===== config.mk =====
export PLATFORM = sky130hd
export DESIGN_NAME = acpm_priv_ctrl
export DESIGN_NICKNAME = d
export VERILOG_FILES = /design/src/rtl/acpm_pkg.sv /design/src/rtl/acpm_priv_ctrl.sv /design/src/rtl/acpm_sync.sv /design/src/rtl/acpm_wdt.sv
export VERILOG_INCLUDE_DIRS = /design/src /design/src/rtl
export SDC_FILE = /design/constraint.sdc
export NUM_CORES = 1
export LEC_CHECK = 0
export ABC_AREA = 1
export BUFFER_PORTS_ARGS = -buffer_cell sky130_fd_sc_hd__buf_4
export CORE_MARGIN = 1
export CORE_UTILIZATION = 36
export DETAILED_ROUTE_END_ITERATION = 8
export SYNTH_ARGS = -nofsm -noshare
export SYNTH_HDL_FRONTEND = slang
export SYNTH_SLANG_ARGS = --single-unit

===== constraint.sdc =====
create_clock -name i_ref_clk -period 2.7 [get_ports i_ref_clk]
set_input_delay 0.54 -clock i_ref_clk [delete_from_list [all_inputs] [get_ports i_ref_clk]]
set_output_delay 0.54 -clock i_ref_clk [all_outputs]
set_load 0.01 [all_outputs]

===== src/rtl/acpm_cfg.svh =====
// Function
// RL1: the core tracks five privilege modes: boot, test, firmware, system and user.
// RL2: the super-system level is only ever held as exactly one of boot, test or firmware.
// RL3: boot runs start-up code, test runs production test code, firmware runs the firmware system.
// RL4: application software can never place the core in boot, test or firmware except by a vector.
// RL5: while production test stays enabled, every start-up or reset ends in test mode.
// RL6: once test mode is disabled, every start-up or reset ends in system mode.
// RL7: system mode has full access; user mode reaches only what system software granted it.
// RL8: exceptions and event interrupts each jump to a fixed class-specific ROM vector.
// RL9: eight firmware entry vectors and 32 system-call vectors exist, entered only on explicit call.
// RL10: a firmware entry vector forces firmware mode, a system-call vector forces system mode.
// RL11: a software enabled and loaded watchdog aborts irregular execution on timeout.
// RL12: with the health option on, boot may start self tests or send identification items.
// RL13: with the post-delivery option on and not locked, software may switch hardware functions.
// RL14: a user-mode access outside its rights is blocked and raises an exception; user reads of privileged registers are not blocked.
`ifndef ACPM_CFG_SVH
`define ACPM_CFG_SVH

// register byte offsets
`define ACPM_A_CTRL   12'h000
`define ACPM_A_MODE   12'h004
`define ACPM_A_VCALL  12'h008
`define ACPM_A_WLOAD  12'h00c
`define ACPM_A_WKICK  12'h010
`define ACPM_A_GRANT  12'h014
`define ACPM_A_ISTAT  12'h018
`define ACPM_A_IMASK  12'h01c
`define ACPM_A_FEAT   12'h020
`define ACPM_A_HID    12'h024

// control bits
`define ACPM_C_WDT_EN    0
`define ACPM_C_BOOT_DONE 1
`define ACPM_C_FW_RET    2
`define ACPM_C_TO_USER   3
`define ACPM_C_TEST_OFF  4
`define ACPM_C_FEAT_LOCK 5

// vector call word
`define ACPM_V_KIND   8
`define ACPM_FW_VECS  6'd8
`define ACPM_SC_VECS  6'd32

// status bits
`define ACPM_S_VIOL  0
`define ACPM_S_WDT   1
`define ACPM_S_EXC   2
`define ACPM_S_IRQ   3
`define ACPM_S_VCALL 4
`define ACPM_S_W     5

// mode register fields
`define ACPM_M_TOFF  8
`define ACPM_M_PDC   9
`define ACPM_M_HLTH  10
`define ACPM_M_LOCK  11

// rom vector map
`define ACPM_BOOT_VEC 32'h0000_0000
`define ACPM_EXC_VEC  32'h0000_0100
`define ACPM_VIOL_VEC 32'h0000_0104
`define ACPM_IRQ_BASE 32'h0000_0200
`define ACPM_FW_BASE  32'h0000_0300
`define ACPM_SC_BASE  32'h0000_0400

// reset values
`define ACPM_WLOAD_RST 32'h0001_0000

`endif


===== src/rtl/acpm_pkg.sv =====
package acpm_pkg;
  typedef enum logic [4:0] {
    ACPM_BOOT = 5'b00001,
    ACPM_TEST = 5'b00010,
    ACPM_FW   = 5'b00100,
    ACPM_SYS  = 5'b01000,
    ACPM_USER = 5'b10000
  } acpm_mode_e;
endpackage


===== src/rtl/acpm_priv_ctrl.sv =====
`timescale 1ns/1ps
`default_nettype none
`include "acpm_cfg.svh"
module acpm_priv_ctrl #(
  parameter int NIRQ  = 8,
  parameter int FEATW = 16,
  parameter int NRES  = 32
) (
  // clock and reset
  input  wire logic              i_ref_clk,
  input  wire logic              i_rst_b,
  // apb slave
  input  wire logic              i_psel,
  input  wire logic              i_penable,
  input  wire logic              i_pwrite,
  input  wire logic [11:0]       i_paddr,
  input  wire logic [31:0]       i_pwdata,
  output logic      [31:0]       o_prdata,
  output logic                   o_pready,
  output logic                   o_pslverr,
  // option straps and fuse level
  input  wire logic              i_test_off_strap,
  input  wire logic              i_opt_health,
  input  wire logic              i_opt_pdc,
  // exception and interrupt sources
  input  wire logic              i_exc_req,
  input  wire logic [NIRQ-1:0]   i_evt_irq,
  // resource access check
  input  wire logic              i_acc_req,
  input  wire logic [4:0]        i_acc_res,
  output logic                   o_acc_block,
  // mode and vector
  output acpm_pkg::acpm_mode_e   o_mode,
  output logic                   o_vec_jump,
  output logic      [31:0]       o_vec_addr,
  // side effects
  output logic                   o_wdt_abort,
  output logic                   o_test_off_burn,
  output logic                   o_selftest_start,
  output logic                   o_ident_send,
  output logic      [FEATW-1:0]  o_feat_en,
  output logic                   o_irq
);
  import acpm_pkg::*;

  if (NIRQ < 1 || NIRQ > 16) begin : g_chk_irq
    $error("NIRQ must be 1..16");
  end
  if (FEATW < 1 || FEATW > 32) begin : g_chk_feat
    $error("FEATW must be 1..32");
  end
  if (NRES < 1 || NRES > 32) begin : g_chk_res
    $error("NRES must be 1..32");
  end

  ////////////////////////////////////////////////////////////////////////
  // functions

  function automatic logic [31:0] vec_at(input logic [31:0] base, input logic [4:0] idx);
    vec_at = base + {25'h0, idx, 2'b00};
  endfunction

  function automatic logic [4:0] first_set(input logic [15:0] v);
    first_set = 5'h00;
    for (int k = 15; k >= 0; k--) begin
      if (v[k]) begin
        first_set = 5'(k);
      end
    end
  endfunction

  function automatic logic is_app(input acpm_mode_e m);
    is_app = (m == ACPM_SYS) || (m == ACPM_USER);
  endfunction

  ////////////////////////////////////////////////////////////////////////
  // synchronised pins

  localparam int SW = 4 + NIRQ;

  logic [SW-1:0]   pins_s;
  logic            strap_s;
  logic            health_s;
  logic            pdc_s;
  logic            exc_s;
  logic [NIRQ-1:0] irq_s;
  logic            exc_prev_reg;
  logic [NIRQ-1:0] irq_prev_reg;

  acpm_sync #(.W(SW)) u_sync (
    .i_ref_clk (i_ref_clk),
    .i_rst_b   (i_rst_b),
    .i_d       ({i_test_off_strap, i_opt_health, i_opt_pdc, i_exc_req, i_evt_irq}),
    .o_q       (pins_s)
  );

  assign strap_s  = pins_s[SW-1];
  assign health_s = pins_s[SW-2];
  assign pdc_s    = pins_s[SW-3];
  assign exc_s    = pins_s[SW-4];
  assign irq_s    = pins_s[NIRQ-1:0];

  always_ff @(posedge i_ref_clk or negedge i_rst_b) begin
    if (!i_rst_b) begin
      exc_prev_reg <= 1'b0;
      irq_prev_reg <= '0;
    end else begin
      exc_prev_reg <= exc_s;
      irq_prev_reg <= irq_s;
    end
  end

  ////////////////////////////////////////////////////////////////////////
  // state

  acpm_mode_e       mode_reg;
  acpm_mode_e       mode_next;
  logic [31:0]      ctrl_reg;
  logic [31:0]      wload_reg;
  logic [31:0]      grant_reg;
  logic [`ACPM_S_W-1:0] stat_reg;
  logic [`ACPM_S_W-1:0] mask_reg;
  logic [FEATW-1:0] feat_reg;
  logic             lock_reg;
  logic             toff_reg;
  logic [31:0]      vaddr_next;
  logic             vjump_next;
  logic [31:0]      wdt_count;
  logic             wdt_to;

  ////////////////////////////////////////////////////////////////////////
  // apb decode

  wire        setup    = i_psel && !i_penable;
  wire        acc      = i_psel && i_penable;
  wire        wr       = acc && i_pwrite;
  wire        app_mode = is_app(mode_reg);
  wire        user     = (mode_reg == ACPM_USER);
  wire        hit_ctrl  = (i_paddr == `ACPM_A_CTRL);
  wire        hit_mode  = (i_paddr == `ACPM_A_MODE);
  wire        hit_vcall = (i_paddr == `ACPM_A_VCALL);
  wire        hit_wload = (i_paddr == `ACPM_A_WLOAD);
  wire        hit_wkick = (i_paddr == `ACPM_A_WKICK);
  wire        hit_grant = (i_paddr == `ACPM_A_GRANT);
  wire        hit_istat = (i_paddr == `ACPM_A_ISTAT);
  wire        hit_imask = (i_paddr == `ACPM_A_IMASK);
  wire        hit_feat  = (i_paddr == `ACPM_A_FEAT);
  wire        hit_hid   = (i_paddr == `ACPM_A_HID);
  wire        mapped   = hit_ctrl | hit_mode | hit_vcall | hit_wload | hit_wkick |
                         hit_grant | hit_istat | hit_imask | hit_feat | hit_hid;
  wire        hit_priv = hit_ctrl | hit_wload | hit_wkick | hit_grant |
                         hit_istat | hit_imask | hit_feat | hit_hid;

  // vector call word: kind bit picks system-call, low bits pick the index
  wire        vc_sys   = i_pwdata[`ACPM_V_KIND];
  wire [4:0]  vc_idx   = i_pwdata[4:0];
  wire        vc_range = vc_sys ? ({1'b0, vc_idx} < `ACPM_SC_VECS)
                                : ({1'b0, vc_idx} < `ACPM_FW_VECS); // RL9
  wire        vc_bad   = hit_vcall && (!vc_range || !app_mode);

  wire        wr_denied = wr && user && hit_priv;                    // RL7
  assign o_pready  = 1'b1;
  assign o_pslverr = acc && (!mapped || (i_pwrite && (hit_priv ? user : vc_bad)));

  wire        wr_ok    = wr && mapped && !o_pslverr;
  wire        w_ctrl   = wr_ok && hit_ctrl;
  wire        w_vcall  = wr_ok && hit_vcall;
  wire        w_hid    = wr_ok && hit_hid;
  wire        w_feat   = wr_ok && hit_feat && pdc_s && !lock_reg;   // RL13

  ////////////////////////////////////////////////////////////////////////
  // watchdog

  acpm_wdt #(.CW(32)) u_wdt (
    .i_ref_clk (i_ref_clk),
    .i_rst_b   (i_rst_b),
    .i_en      (ctrl_reg[`ACPM_C_WDT_EN]),
    .i_kick    ((wr_ok && hit_wkick) || (wr_ok && hit_wload)),
    .i_load    (wload_reg),
    .o_timeout (wdt_to),
    .o_count   (wdt_count)
  );

  ////////////////////////////////////////////////////////////////////////
  // access rights and event detection

  wire [31:0] grant_w  = (NRES == 32) ? grant_reg
                                      : (grant_reg & ((32'h1 << NRES) - 32'h1));
  wire        acc_viol = i_acc_req && user && !grant_w[i_acc_res];  // RL7
  assign o_acc_block = acc_viol;                                     // RL14
  wire        viol     = acc_viol || wr_denied;                      // RL14
  wire        exc_edge = exc_s && !exc_prev_reg;
  wire [NIRQ-1:0] irq_edge = irq_s & ~irq_prev_reg;
  wire [15:0] irq_pad  = 16'(irq_edge);
  wire        exc_take = app_mode && (viol || exc_edge);            // RL8
  wire        irq_take = app_mode && (|irq_edge);                    // RL8
  wire        test_off = toff_reg || strap_s;

  ////////////////////////////////////////////////////////////////////////
  // mode sequencer

  always_comb begin
    mode_next  = mode_reg;
    vaddr_next = o_vec_addr;
    vjump_next = 1'b0;
    if (wdt_to) begin
      mode_next  = ACPM_BOOT;                                        // RL11
      vaddr_next = `ACPM_BOOT_VEC;
      vjump_next = 1'b1;
    end else if (exc_take) begin
      mode_next  = ACPM_SYS;
      vaddr_next = viol ? `ACPM_VIOL_VEC : `ACPM_EXC_VEC;            // RL8
      vjump_next = 1'b1;
    end else if (irq_take) begin
      mode_next  = ACPM_SYS;
      vaddr_next = vec_at(`ACPM_IRQ_BASE, first_set(irq_pad));       // RL8
      vjump_next = 1'b1;
    end else if (w_vcall) begin
      vjump_next = 1'b1;
      if (vc_sys) begin
        mode_next  = ACPM_SYS;                                       // RL10
        vaddr_next = vec_at(`ACPM_SC_BASE, vc_idx);
      end else begin
        mode_next  = ACPM_FW;                                        // RL10
        vaddr_next = vec_at(`ACPM_FW_BASE, vc_idx);
      end
    end else if (w_ctrl) begin
      case (mode_reg)
        ACPM_BOOT: begin
          if (i_pwdata[`ACPM_C_BOOT_DONE]) begin
            mode_next = test_off ? ACPM_SYS : ACPM_TEST;             // RL5 RL6
          end
        end
        ACPM_FW: begin
          if (i_pwdata[`ACPM_C_FW_RET]) begin
            mode_next = ACPM_SYS;
          end
        end
        ACPM_SYS: begin
          if (i_pwdata[`ACPM_C_TO_USER]) begin
            mode_next = ACPM_USER;
          end
        end
        default: begin
          mode_next = mode_reg;
        end
      endcase
    end
  end

  // reset always lands in boot; only the sequencer above leaves it   RL2 RL3 RL4
  always_ff @(posedge i_ref_clk or negedge i_rst_b) begin
    if (!i_rst_b) begin
      mode_reg   <= ACPM_BOOT;                                       // RL1
      o_vec_addr <= `ACPM_BOOT_VEC;
      o_vec_jump <= 1'b0;
    end else begin
      mode_reg   <= mode_next;
      o_vec_addr <= vaddr_next;
      o_vec_jump <= vjump_next;
    end
  end
  assign o_mode = mode_reg;

  ////////////////////////////////////////////////////////////////////////
  // software registers

  always_ff @(posedge i_ref_clk or negedge i_rst_b) begin
    if (!i_rst_b) begin
      ctrl_reg  <= 32'h0000_0000;
      wload_reg <= `ACPM_WLOAD_RST;
      grant_reg <= 32'h0000_0000;
      mask_reg  <= '0;
      feat_reg  <= '0;
    end else begin
      if (w_ctrl) begin
        ctrl_reg <= {31'h0, i_pwdata[`ACPM_C_WDT_EN]};               // RL11
      end
      if (wr_ok && hit_wload) begin
        wload_reg <= i_pwdata;
      end
      if (wr_ok && hit_grant) begin
        grant_reg <= i_pwdata;
      end
      if (wr_ok && hit_imask) begin
        mask_reg <= i_pwdata[`ACPM_S_W-1:0];
      end
      if (w_feat) begin
        feat_reg <= i_pwdata[FEATW-1:0];                             // RL13
      end
    end
  end

  // lock and test disable are sticky until the next reset
  always_ff @(posedge i_ref_clk or negedge i_rst_b) begin
    if (!i_rst_b) begin
      lock_reg        <= 1'b0;
      toff_reg        <= 1'b0;
      o_test_off_burn <= 1'b0;
    end else begin
      if (w_ctrl && i_pwdata[`ACPM_C_FEAT_LOCK] && pdc_s) begin
        lock_reg <= 1'b1;
      end
      o_test_off_burn <= w_ctrl && i_pwdata[`ACPM_C_TEST_OFF] &&
                         (mode_reg == ACPM_TEST);                    // RL6
      if (w_ctrl && i_pwdata[`ACPM_C_TEST_OFF] && (mode_reg == ACPM_TEST)) begin
        toff_reg <= 1'b1;
      end
    end
  end
  assign o_feat_en = feat_reg;

  // health and ident requests, accepted only during boot
  wire hid_ok = w_hid && health_s && (mode_reg == ACPM_BOOT);        // RL12

  always_ff @(posedge i_ref_clk or negedge i_rst_b) begin
    if (!i_rst_b) begin
      o_selftest_start <= 1'b0;
      o_ident_send     <= 1'b0;
    end else begin
      o_selftest_start <= hid_ok && i_pwdata[0];
      o_ident_send     <= hid_ok && !i_pwdata[0] && i_pwdata[1];
    end
  end

  ////////////////////////////////////////////////////////////////////////
  // interrupt status, set wins over write-one-clear

  wire [`ACPM_S_W-1:0] stat_set = {vjump_next && w_vcall && !wdt_to && !exc_take && !irq_take,
                                   irq_take && !wdt_to && !exc_take,
                                   exc_take && !viol && !wdt_to,
                                   wdt_to,
                                   viol};
  wire [`ACPM_S_W-1:0] stat_clr = (wr_ok && hit_istat) ? i_pwdata[`ACPM_S_W-1:0] : '0;

  always_ff @(posedge i_ref_clk or negedge i_rst_b) begin
    if (!i_rst_b) begin
      stat_reg <= '0;
    end else begin
      stat_reg <= (stat_reg & ~stat_clr) | stat_set;
    end
  end
  assign o_irq = |(stat_reg & mask_reg);

  always_ff @(posedge i_ref_clk or negedge i_rst_b) begin
    if (!i_rst_b) begin
      o_wdt_abort <= 1'b0;
    end else begin
      o_wdt_abort <= wdt_to;                                         // RL11
    end
  end

  ////////////////////////////////////////////////////////////////////////
  // read data, captured in the setup cycle

  wire [31:0] mode_word = {20'h0, lock_reg, health_s, pdc_s, test_off, 3'h0, mode_reg};
  wire [31:0] rd_mux =
      hit_ctrl  ? ctrl_reg :
      hit_mode  ? mode_word :
      hit_wload ? wload_reg :
      hit_wkick ? wdt_count :
      hit_grant ? grant_reg :
      hit_istat ? 32'(stat_reg) :
      hit_imask ? 32'(mask_reg) :
      hit_feat  ? 32'(feat_reg) :
      32'h0000_0000;

  always_ff @(posedge i_ref_clk or negedge i_rst_b) begin
    if (!i_rst_b) begin
      o_prdata <= 32'h0000_0000;
    end else if (setup && !i_pwrite) begin
      o_prdata <= rd_mux;
    end
  end
endmodule
`default_nettype wire


===== src/rtl/acpm_sync.sv =====
`timescale 1ns/1ps
`default_nettype none
module acpm_sync #(
  parameter int W = 1
) (
  input  wire logic         i_ref_clk,
  input  wire logic         i_rst_b,
  input  wire logic [W-1:0] i_d,
  output logic      [W-1:0] o_q
);
  logic [W-1:0] meta_reg;

  always_ff @(posedge i_ref_clk or negedge i_rst_b) begin
    if (!i_rst_b) begin
      meta_reg <= '0;
      o_q      <= '0;
    end else begin
      meta_reg <= i_d;
      o_q      <= meta_reg;
    end
  end
endmodule
`default_nettype wire


===== src/rtl/acpm_wdt.sv =====
`timescale 1ns/1ps
`default_nettype none
module acpm_wdt #(
  parameter int CW = 32
) (
  input  wire logic          i_ref_clk,
  input  wire logic          i_rst_b,
  input  wire logic          i_en,
  input  wire logic          i_kick,
  input  wire logic [CW-1:0] i_load,
  output logic               o_timeout,
  output logic      [CW-1:0] o_count
);
  logic [CW-1:0] cnt_next;
  logic          to_next;

  // counts down while enabled; kick or disable restarts from the load value
  assign to_next  = i_en && !i_kick && (o_count <= {{(CW-1){1'b0}}, 1'b1});
  assign cnt_next = (!i_en || i_kick || to_next) ? i_load : o_count - {{(CW-1){1'b0}}, 1'b1};

  always_ff @(posedge i_ref_clk or negedge i_rst_b) begin
    if (!i_rst_b) begin
      o_count   <= '0;
      o_timeout <= 1'b0;
    end else begin
      o_count   <= cnt_next;
      o_timeout <= to_next;
    end
  end
endmodule
`default_nettype wire


==> results of run 1 <==
## per-stage QoR
stage	cells	hold WS (ns)	setup WS [ns]	util, %	total power, mW
6_report	1794	0.123	0.0233	45.8	6.74
4_1_cts	1790	0.106	0.0372	45.6	6.81
2_1_floorplan	1245	0.244	0.463	-	3.38
3_5_place_dp	1742	0.336	-0.0765	42.6	3.59
5_1_grt	1794	0.111	-0.0395	45.8	6.97
3_3_place_gp	1742	0.332	0.0297	42.6	3.58
## what timing repair did
action / 4_1_cts / 5_1_grt
endpoints found under the setup margin: 1 / 2
resized for setup: 3 / 8
pin swaps: 1 / 2
buffers inserted: 3 / 4
hold buffers: 1 / 0
hold endpoints to repair: 40 / 0
## final cells by class
| cell class | instances | area share [%] |
|---|---|---|
| Tap cell | 378 | 3.68 |
| Timing Repair Buffer | 193 | 11.8 |
| Multi-Input combinational cell | 818 | 33.2 |
| Sequential cell | 209 | 40.7 |
| Clock buffer | 38 | 5.87 |
| Clock inverter | 6 | 0.272 |
| Inverter | 152 | 4.44 |
## synthesized netlist by cell type (3+ instances only)
| library cell | n | area [µm²] |
|---|---|---|
| sky130_fd_sc_hd__nand2_4 | 3 | 33.8 |
| sky130_fd_sc_hd__dfrtp_1 | 207 | 5180 |
| sky130_fd_sc_hd__nand3b_1 | 3 | 22.5 |
| sky130_fd_sc_hd__mux2_2 | 9 | 101 |
| sky130_fd_sc_hd__nand2_1 | 291 | 1090 |
| sky130_fd_sc_hd__xnor2_1 | 9 | 78.8 |
| sky130_fd_sc_hd__xor2_1 | 16 | 140 |
| sky130_fd_sc_hd__buf_6 | 6 | 67.6 |
| sky130_fd_sc_hd__o221ai_1 | 11 | 96.3 |
| sky130_fd_sc_hd__nand2_2 | 4 | 25.0 |
| sky130_fd_sc_hd__a211oi_1 | 10 | 75.1 |
| sky130_fd_sc_hd__buf_4 | 28 | 210 |
| sky130_fd_sc_hd__nor3_1 | 20 | 100 |
| sky130_fd_sc_hd__buf_1 | 3 | 11.3 |
| sky130_fd_sc_hd__buf_2 | 13 | 65.1 |
| sky130_fd_sc_hd__a221o_1 | 4 | 40.0 |
| sky130_fd_sc_hd__o21bai_1 | 3 | 22.5 |
| sky130_fd_sc_hd__o21ai_2 | 32 | 280 |
| sky130_fd_sc_hd__o31ai_1 | 3 | 22.5 |
| sky130_fd_sc_hd__o21ai_1 | 40 | 200 |
| sky130_fd_sc_hd__nor2_2 | 7 | 43.8 |
| sky130_fd_sc_hd__o22ai_1 | 5 | 31.3 |
| sky130_fd_sc_hd__nor2_4 | 5 | 56.3 |
| sky130_fd_sc_hd__o21ai_0 | 114 | 571 |
| sky130_fd_sc_hd__nand3_2 | 4 | 40.0 |
| sky130_fd_sc_hd__clkbuf_1 | 15 | 56.3 |
| sky130_fd_sc_hd__o2111ai_1 | 7 | 61.3 |
| sky130_fd_sc_hd__nand4_1 | 17 | 106 |
| sky130_fd_sc_hd__inv_2 | 8 | 30.0 |
| sky130_fd_sc_hd__o211ai_1 | 16 | 120 |
| sky130_fd_sc_hd__nor2_1 | 75 | 282 |
| sky130_fd_sc_hd__nand3_1 | 56 | 280 |
| sky130_fd_sc_hd__a21oi_1 | 13 | 65.1 |
| sky130_fd_sc_hd__inv_1 | 143 | 537 |
## per-layer routing
layer / wire (µm) / share of wire (%)
met3: 1950 / 6.3
met2: 14300 / 47
met5: 0 / 0
met1: 13500 / 44
met4: 1060 / 3.4
## worst paths after layout
check | end | slack, ns
max in group asynchronous | o_feat_en[10]$_DFFE_PN0P_ | 1.39
min reg2reg | u_sync.o_q[4]$_DFF_PN0_ | 0.34
max | o_pslverr | 0.02
min in group asynchronous | u_wdt.o_count[18]$_DFF_PN0_ | 0.52
min | u_sync.meta_reg[5]$_DFF_PN0_ | 0.12
max reg2reg | u_wdt.o_count[23]$_DFF_PN0_ | 0.17
## layout by cell type, fill, tap and decap left out, types with 4 or more instances in the layout
master and count:
sky130_fd_sc_hd__a211oi_1 10, sky130_fd_sc_hd__a21oi_1 12, sky130_fd_sc_hd__a221o_1 4, sky130_fd_sc_hd__buf_12 5, sky130_fd_sc_hd__buf_4 186, sky130_fd_sc_hd__clkbuf_1 5
sky130_fd_sc_hd__clkbuf_16 25, sky130_fd_sc_hd__clkbuf_8 9, sky130_fd_sc_hd__clkinv_2 4, sky130_fd_sc_hd__conb_1 25, sky130_fd_sc_hd__dfrtp_1 206, sky130_fd_sc_hd__inv_1 143
sky130_fd_sc_hd__inv_2 8, sky130_fd_sc_hd__mux2_2 9, sky130_fd_sc_hd__nand2_1 290, sky130_fd_sc_hd__nand2_2 5, sky130_fd_sc_hd__nand3_1 55, sky130_fd_sc_hd__nand3_2 5
sky130_fd_sc_hd__nand4_1 17, sky130_fd_sc_hd__nor2_1 71, sky130_fd_sc_hd__nor2_2 10, sky130_fd_sc_hd__nor2_4 6, sky130_fd_sc_hd__nor3_1 20, sky130_fd_sc_hd__o2111ai_1 7
sky130_fd_sc_hd__o211ai_1 16, sky130_fd_sc_hd__o21ai_0 114, sky130_fd_sc_hd__o21ai_1 40, sky130_fd_sc_hd__o21ai_2 32, sky130_fd_sc_hd__o221ai_1 11, sky130_fd_sc_hd__o22ai_1 5
sky130_fd_sc_hd__xnor2_1 9, sky130_fd_sc_hd__xor2_1 16
## worst reg2reg max path, cell delays in order, from the launching register on
cell,delay [ns]
sky130_fd_sc_hd__dfstp_2,0.56
sky130_fd_sc_hd__nor2_4,0.05
sky130_fd_sc_hd__nand4_1,0.13
sky130_fd_sc_hd__nand2_2,0.10
sky130_fd_sc_hd__inv_1,0.13
sky130_fd_sc_hd__o21ai_0,0.09
sky130_fd_sc_hd__nand3_1,0.13
sky130_fd_sc_hd__nand3_2,0.11
sky130_fd_sc_hd__buf_4,0.15
sky130_fd_sc_hd__nand3_2,0.09
sky130_fd_sc_hd__inv_2,0.05
sky130_fd_sc_hd__nand2_2,0.06
sky130_fd_sc_hd__nand3_2,0.09
sky130_fd_sc_hd__inv_2,0.47
sky130_fd_sc_hd__nand2_1,0.12
sky130_fd_sc_hd__o21ai_1,0.12
## cell families (layout without fill, tap and decap cells)
group | Yosys count | count (layout) | share of synthesized area, %
adders and majority gates | 2 | 2 | 0.241
other | 2 | 25 | 0.0724
buffers and inverters | 218 | 389 | 9.51
DFF | 209 | 209 | 50.4
xor gates and xnor gates | 25 | 25 | 2.11
AOI/OAI and AO/OA | 261 | 261 | 15.5
and+or+nand+nor | 496 | 496 | 21.1
muxes | 9 | 9 | 0.977
## power groups by stage
| stage | clock (mW) | combinational, mW | sequential (mW) |
|---|---|---|---|
| final | 3.22 | 0.357 | 3.17 |
| after global routing | 3.40 | 0.397 | 3.17 |
| after CTS | 3.27 | 0.362 | 3.17 |
| after detailed placement | 0 | 0.358 | 3.23 |
| after global placement | 0 | 0.357 | 3.22 |
| after floorplan | 0 | 0.161 | 3.22 |
==> flow_metrics.tcl, run 1 <==
set metrics [dict create \
    fmax_ghz 0.374 \
    grt_pass1_wl_um 48200 \
    cp_num_buf_inv 3 \
    num-nets-final 1467 \
    result_of_the_run "finished, final reports clean" \
    critical_path.reg2reg.startpoint "o_mode[0]$_DFFE_PN1P_" \
    report.final.setup_viol 0 \
    crit_cells 9 \
    ys_dominant_reg_cell "sky130_fd_sc_hd__dfrtp_1" \
    yosysWarningCount 0 \
    core.rowCount 61 \
    critPathRequiredTime_ns 2.16 \
    globalRoute.busiestLayer "met2" \
    power_report.internal_total_mw 5.19 \
    antenna_violations_before_repair 0 \
    cell_area_after_synthesis_um2 10400 \
    tightestPinTransition_ns 0.623 \
    drtPass1Iterations 5 \
    stdcell_area_um2 12900 \
    drive_above_1_share_pct 22.7 \
    seqCellArea_um2 5230 \
    power_leakage_nw 6.55 \
    nFillCells 2800 \
    dieHeight_um 172 \
    antenna_violating_nets_post_route 0 \
    tritoncts "done" \
    ys_async_sr_fraction_pct 100 \
    worstHoldPathCells 1 \
    antennaDiodeCount 0 \
    flow.area_growth_from_synthesis_pct 24.0 \
    combinationalPowerShare_pct 5.3 \
    grt_pass1_vias 8733 \
    floorplan.die.width_um 172 \
    critPathKind "register to primary output" \
    syn-mean-instance-area_um2 8.49 \
    critical_path.startpoint_type "register" \
    dr_total_vias 9016 \
    timing.final.hold_violations 0 \
    clk_buf_depth 3 \
    clock_sinks 209 \
    finalMaxSlewViolations 0 \
    cells_along_the_critical_path "inv_1 > nand4_1 > nand2_2 > inv_1 > o21ai_0 > nand3_1 > nand3_2 > a21oi_4 > buf_4" \
    pwr_density_cell_nw_per_um2 524 \
    gp_congestion 0.917 \
    placed_area_um2 12000 \
    max_slew_margin_pct 58.4 \
    numPortBuffers 135 \
    cts_max_level 1 \
    worstHoldPathType "input port to register" \
    maxCapViolCount 0 \
    multi_input_comb_area_um2 4280 \
    finalCritPeriodShare_pct 99.1 \
    total_switching_power_mw 1.56 \
    clockPowerShare_pct 47.7 \
    ys_ff_latch 209 \
    initial_core_util_pct 36.9 \
    grtUsageTotal_pct 21.3 \
    rr_worst_depth 15 \
    cts-buffers-inserted 24 \
    clk_latency_ns 0.52 \
    power.share.switching_pct 23.1 \
    drt_via_density 5.03 \
    route.detailed.drc 0 \
    final.setup_skew_ns 0.00763 \
    die_area_um2 29500 \
    core_um2 28100 \
    setup.worst_path.start "o_mode[4]$_DFFE_PN0P_" \
    final.min_clock_period_ns 2.68 \
    gr-usage-met2_pct 34.1 \
    power.ir.vdd_worst_mv 0.459 \
    cp_slowest_stage_delay_ns 0.40 \
    grt_overflow 0 \
    syn-instance-count 1222 \
    setup_total_negative_slack_ns 0 \
    use_met1_pct 29.2 \
    grt_start_max_net_pins 72 \
    path_delay_family "simple AND/OR/NAND/NOR gates" \
    drt_iter0_drcs 836 \
    cp.arrival_ns 2.14 \
    place.detailed.hpwl_um 22600 \
    clockRootBuffer "sky130_fd_sc_hd__clkbuf_16" \
    number_of_enable_flip_flop_cells_after_synthesis 0 \
    ios 161 \
    seq_area_frac_synth_pct 50.4 \
    wl_um 30800 \
    crit_top_cell "sky130_fd_sc_hd__inv_1" \
    grt.met3_usage_pct 3.15 \
    cts.reportedPaths.clkPinSlew_ns 0.06 \
    worst_path_fanout_max 5 \
    synth.lib_cells_used.distinct 50 \
    wl_per_cell_um 17.2 \
    worstHoldStart "i_evt_irq[5]" \
    critPathCaptureType "primary output" \
    worst_path_max_delay_cell "sky130_fd_sc_hd__dfrtp_1" \
    power_frac_seq_pct 47.0 \
]
Power figures use the tool's default switching activity.
==> inputs of run 2 (changes only) <==
--- a/config.mk
+++ b/config.mk
@@ -8,9 +8,12 @@
 export LEC_CHECK = 0
 export ABC_AREA = 1
 export BUFFER_PORTS_ARGS = -buffer_cell sky130_fd_sc_hd__buf_4
+export CELL_PAD_IN_SITES_DETAIL_PLACEMENT = 2
+export CELL_PAD_IN_SITES_GLOBAL_PLACEMENT = 2
 export CORE_MARGIN = 1
-export CORE_UTILIZATION = 36
+export CORE_UTILIZATION = 34
 export DETAILED_ROUTE_END_ITERATION = 8
+export PLACE_DENSITY_LB_ADDON = 0.1
 export SYNTH_ARGS = -nofsm -noshare
 export SYNTH_HDL_FRONTEND = slang
 export SYNTH_SLANG_ARGS = --single-unit
==> flow_metrics.tcl, run 2 (same netlist as run 1, synthesis figures left out) <==
set metrics [dict create \
    pwr_density_cell_nw_per_um2 534 \
    place.detailed.hpwl_um 28000 \
    cells_along_the_critical_path "nor2_2 > nand3_2 > nand2_2 > inv_2 > o21ai_1 > nand3_1 > nand3_2 > a21oi_2 > buf_4" \
    drt_iter0_drcs 447 \
    clk_latency_ns 0.54 \
    antenna_violations_before_repair 2 \
    flow.area_growth_from_synthesis_pct 25.2 \
    finalCritPeriodShare_pct 97.5 \
    max_slew_margin_pct 19.7 \
    final.min_clock_period_ns 2.63 \
    maxCapViolCount 0 \
    core.rowCount 63 \
    layout.cells.most_common_list "290 x sky130_fd_sc_hd__nand2_1, 204 x sky130_fd_sc_hd__dfrtp_1, 190 x sky130_fd_sc_hd__buf_4" \
    ios 161 \
    setup_total_negative_slack_ns 0 \
    drtPass1Iterations 4 \
    route.detailed.drc 0 \
    dieHeight_um 177 \
    wl_per_cell_um 20.9 \
    cts.reportedPaths.clkPinSlew_ns 0.06 \
    placed_cells 1759 \
    cts_max_level 1 \
    worst_path_fanout_max 5 \
    tritoncts "done" \
    clk_buf_depth 3 \
    cts-buffers-inserted 26 \
    final.setup_skew_ns 0.0177 \
    grt_pass1_wl_um 59800 \
    drive_above_1_share_pct 23.4 \
    core_um2 29800 \
    critPathKind "register to primary output" \
    grt_start_max_net_pins 83 \
    clockRootBuffer "sky130_fd_sc_hd__clkbuf_16" \
    critPathCaptureType "primary output" \
    placed_area_um2 12100 \
    report.final.setup_viol 0 \
    cp_slowest_stage_delay_ns 0.45 \
    floorplan.die.width_um 177 \
    worstHoldPathType "input port to register" \
    wl_um 37900 \
    timing.final.hold_violations 0 \
    grt_overflow 0 \
    p_total_mw 6.93 \
    gp_congestion 0.866 \
    critical_path.startpoint_type "register" \
    grtUsageTotal_pct 25.0 \
    grt_pass1_vias 10239 \
    finish.cell_count_without_fillers 1812 \
    layout_commonest_cell "sky130_fd_sc_hd__nand2_1" \
    antenna_violating_nets_post_route 0 \
    finish.utilization_pct 43.6 \
    drt_via_density 5.07 \
    die_area_um2 31200 \
    stdcell_area_um2 13000 \
    fmax_ghz 0.380 \
    numPortBuffers 135 \
    cp.arrival_ns 2.09 \
    power.ir.vdd_worst_mv 0.436 \
    dr_total_vias 9190 \
    finalMaxSlewViolations 0 \
    tightestPinTransition_ns 1.20 \
    result_of_the_run "finished, final reports clean" \
    clock_sinks 209 \
    power_leakage_nw 6.60 \
    crit_top_cell "sky130_fd_sc_hd__nand3_2" \
    initial_core_util_pct 34.8 \
    critPathRequiredTime_ns 2.16 \
    num-nets-final 1475 \
    worst_path_max_delay_cell "sky130_fd_sc_hd__dfrtp_2" \
]
run 2: cell types whose count changed in the layout (fill, tap and decap cells not counted), sizes merged:
cell,before,now
buf,191,198
clkbuf,39,36
bufinv,0,1
clkinv,5,4
diode,0,1
inv,151,152
run 2: routing by layer:
layer,vias up,track usage (%),wire length (µm)
li1,4324,-,-
met1,4661,34.7,17700
met2,152,41.2,18100
met3,53,3.18,1180
met4,0,6.03,841
met5,-,0,0
run 2: stage by stage:
step	hold WS [ns]	worst slack [ns]
after detailed placement	0.336	-0.124
final	0.106	0.0663
after global routing	0.0836	-0.0334
after global placement	0.333	-0.0393
after floorplan	0.244	0.463
after CTS	0.0840	0.00774
run 2: power breakdown:
| group | internal [mW] | switching (mW) |
|---|---|---|
| logic | 0.120 | 0.244 |
| clock network | 2.01 | 1.38 |
| registers | 3.16 | 0.0131 |
run 2: cell type report:
| type | count | area [µm²] |
|---|---|---|
| Sequential cell | 209 | 5240 |
| Multi-Input combinational cell | 818 | 4280 |
| Timing Repair Buffer | 199 | 1590 |
| Clock buffer | 36 | 749 |
| Clock inverter | 7 | 68.8 |
| Inverter | 152 | 571 |
| Tap cell | 390 | 488 |
| Antenna cell | 1 | 2.50 |
| Fill cell | 3374 | 16800 |
run 2: worst paths after layout:
path | to | startpoint | cells past startpoint | slack, ns
max reg2reg | u_wdt.o_count[25]$_DFF_PN0_ | u_wdt.o_count[6]$_DFF_PN0_ | 11 | 0.16
min | u_sync.meta_reg[5]$_DFF_PN0_ | i_evt_irq[5] | 1 | 0.11
min reg2reg | u_sync.o_q[1]$_DFF_PN0_ | u_sync.meta_reg[1]$_DFF_PN0_ | 0 | 0.35
max in group asynchronous | u_wdt.o_count[0]$_DFF_PN0_ | i_rst_b | 3 | 1.40
max | o_pslverr | o_mode[3]$_DFFE_PN0P_ | 9 | 0.07
min in group asynchronous | wload_reg[28]$_DFFE_PN0P_ | i_rst_b | 2 | 0.40
run 2: timing repair:
action,CTS,global route
pin swaps,2,5
endpoints found under the setup margin,1,6
resized for setup,7,11
hold buffers,1,0
endpoints found under the hold margin,5,0
setup buffers,2,6
run 2: worst max-delay path: cells and delay by family, from the launching register on:
family,cells,cell delay (ns)
DFF,1,0.45
AOI/OAI and AO/OA,2,0.21
and+or+nand+nor,5,0.69
buffers and inverters,2,0.19
==> inputs of run 3 (changes only) <==
--- a/config.mk
+++ b/config.mk
@@ -10,8 +10,9 @@
 export BUFFER_PORTS_ARGS = -buffer_cell sky130_fd_sc_hd__buf_4
 export CELL_PAD_IN_SITES_DETAIL_PLACEMENT = 2
 export CELL_PAD_IN_SITES_GLOBAL_PLACEMENT = 2
-export CORE_MARGIN = 1
-export CORE_UTILIZATION = 34
+export CORE_MARGIN = 3
+export CORE_UTILIZATION = 35
+export CTS_BUF_LIST = sky130_fd_sc_hd__clkbuf_2 sky130_fd_sc_hd__clkbuf_4 sky130_fd_sc_hd__clkbuf_8
 export DETAILED_ROUTE_END_ITERATION = 8
 export PLACE_DENSITY_LB_ADDON = 0.1
 export SYNTH_ARGS = -nofsm -noshare
==> flow_metrics.tcl, run 3 (same netlist as run 1, synthesis figures left out) <==
set metrics [dict create \
    power_report.internal_total_mw 5.23 \
    critPathKind "register to primary output" \
    clockPowerShare_pct 48.4 \
    gp_congestion 0.862 \
    initial_core_util_pct 35.8 \
    critPathCaptureType "primary output" \
    pwr_density_cell_nw_per_um2 526 \
    worstHoldPathCells 1 \
    power_frac_seq_pct 46.2 \
    dieHeight_um 178 \
    setup.worst_path.start "o_mode[0]$_DFFE_PN1P_" \
    report.final.setup_viol 0 \
    core.rowCount 62 \
    total_switching_power_mw 1.63 \
    worstHoldPathType "input port to register" \
    grtUsageTotal_pct 24.9 \
    combinationalPowerShare_pct 5.4 \
    cts.reportedPaths.clkPinSlew_ns 0.06 \
    setup.worst_path.end "o_pslverr" \
    placed_cells 1757 \
    power.ir.vdd_worst_mv 0.339 \
    layout.cells.most_common_list "289 x sky130_fd_sc_hd__nand2_1, 205 x sky130_fd_sc_hd__dfrtp_1, 192 x sky130_fd_sc_hd__buf_4" \
    power.share.switching_pct 23.8 \
    worst_path_fanout_max 4 \
    finalCritPeriodShare_pct 97.2 \
    critical_path.reg2reg.startpoint "u_wdt.o_count[12]$_DFF_PN0_" \
    core_um2 28900 \
    clockRootBuffer "sky130_fd_sc_hd__clkbuf_8" \
    timing.final.hold_violations 0 \
    antenna_violations_before_repair 0 \
    flow.area_growth_from_synthesis_pct 25.8 \
    finalHoldWorstSlack_ns 0.113 \
    reg2reg_slack_ns 0.23 \
    power_leakage_nw 6.68 \
    final.min_clock_period_ns 2.62 \
    finish.cell_count_without_fillers 1834 \
    grt.met3_usage_pct 4.00 \
    cts_max_level 2 \
    antennaDiodeCount 0 \
    layout_commonest_cell "sky130_fd_sc_hd__nand2_1" \
    worstHoldStart "i_evt_irq[5]" \
    max_slew_margin_pct 22.8 \
    cp.arrival_ns 2.08 \
    finalMaxSlewViolations 0 \
    grt_pass1_wl_um 60900 \
    tightestPinTransition_ns 1.15 \
    clk_latency_ns 0.53 \
    route.detailed.drc 0 \
    num-nets-final 1492 \
    dr_total_vias 9486 \
    fmax_ghz 0.381 \
    ios 161 \
    cts-buffers-inserted 40 \
    clk_buf_depth 3 \
    final_critical_path_setup_slack_ns 0.0759 \
    drtPass1Iterations 4 \
    drt_iter0_drcs 576 \
    drt_via_density 5.17 \
    grt_overflow 0 \
    rr_worst_depth 12 \
    final.setup_skew_ns 0.0177 \
    result_of_the_run "finished, final reports clean" \
    grt_pass1_vias 10485 \
    clock_sinks 209 \
    critical_path.startpoint_type "register" \
    maxCapViolCount 0 \
    floorplan.die.width_um 178 \
    nFillCells 3288 \
    critPathRequiredTime_ns 2.16 \
    tritoncts "done" \
    use_met1_pct 34.7 \
    wl_um 39000 \
    worst_r2r_endpoint "u_wdt.o_count[29]$_DFF_PN0_" \
    globalRoute.busiestLayer "met2" \
    numPortBuffers 135 \
    gr-usage-met2_pct 41.1 \
    wl_per_cell_um 21.3 \
    drive_above_1_share_pct 25.4 \
    place.detailed.hpwl_um 28300 \
    die_area_um2 31700 \
    grt_start_max_net_pins 65 \
    dp_slack_ns -0.0907 \
    antenna_violating_nets_post_route 0 \
]
run 3: worst max-delay path, cell delays in order (launching register included):
cell and delay [ns]:
sky130_fd_sc_hd__dfstp_2 0.54, sky130_fd_sc_hd__nor2_2 0.06, sky130_fd_sc_hd__nand4_1 0.12, sky130_fd_sc_hd__nand2_2 0.13, sky130_fd_sc_hd__inv_2 0.11, sky130_fd_sc_hd__o21ai_1 0.07
sky130_fd_sc_hd__nand3_1 0.11, sky130_fd_sc_hd__nand3_2 0.12, sky130_fd_sc_hd__a21oi_4 0.16, sky130_fd_sc_hd__buf_4 0.14
run 3: worst min path at each step:
stage,end
final,u_sync.meta_reg[5]$_DFF_PN0_
after CTS,u_sync.meta_reg[5]$_DFF_PN0_
after global routing,u_sync.meta_reg[5]$_DFF_PN0_
after detailed placement,u_sync.o_q[9]$_DFF_PN0_
after global placement,u_sync.o_q[6]$_DFF_PN0_
after floorplan,ctrl_reg[0]$_DFFE_PN0P_
run 3: per-stage QoR:
step	TNS (ns)	utilization [%]	cell area, µm²	power [mW]
final	0	45.1	13000	6.86
after global routing	-0.0138	45.1	13000	7.15
after CTS	-0.00149	44.9	13000	6.98
after detailed placement	-3.60	41.8	12100	3.60
after global placement	0	41.8	12100	3.59
after floorplan	0	-	10500	3.38
run 3: layer usage:
metal	vias up	part of all wire, %
li1	4369	-
met1	4852	46
met2	206	48
met3	59	4.2
met4	0	1.9
met5	-	0
run 3: what timing repair did:
item                                    4_1_cts  5_1_grt
resized for setup                             8       12
endpoints found under the hold margin        44        0
cloned                                        0        0
hold buffers                                  1        0
pin swaps                                     3        4
setup buffers                                 4        3
endpoints found under the setup margin        2        6
run 3: area by class of cell:
cell class	instances	area (µm²)	share of cell area [%]
flip-flops and latches	209	5240	40.1
multi-input cells	818	4280	32.8
repair buffers	202	1630	12.5
clock buffers	67	841	6.44
inverters	152	571	4.37
well taps	384	480	3.68
clock inverters	2	10.0	0.0767
run 3: power by group through the flow:
| stage | registers [mW] | clock network [mW] | logic, mW |
|---|---|---|---|
| 2_1_floorplan | 3.22 | 0 | 0.161 |
| 3_3_place_gp | 3.23 | 0 | 0.365 |
| 3_5_place_dp | 3.23 | 0 | 0.373 |
| 4_1_cts | 3.17 | 3.43 | 0.378 |
| 5_1_grt | 3.17 | 3.56 | 0.416 |
| 6_report | 3.17 | 3.32 | 0.372 |
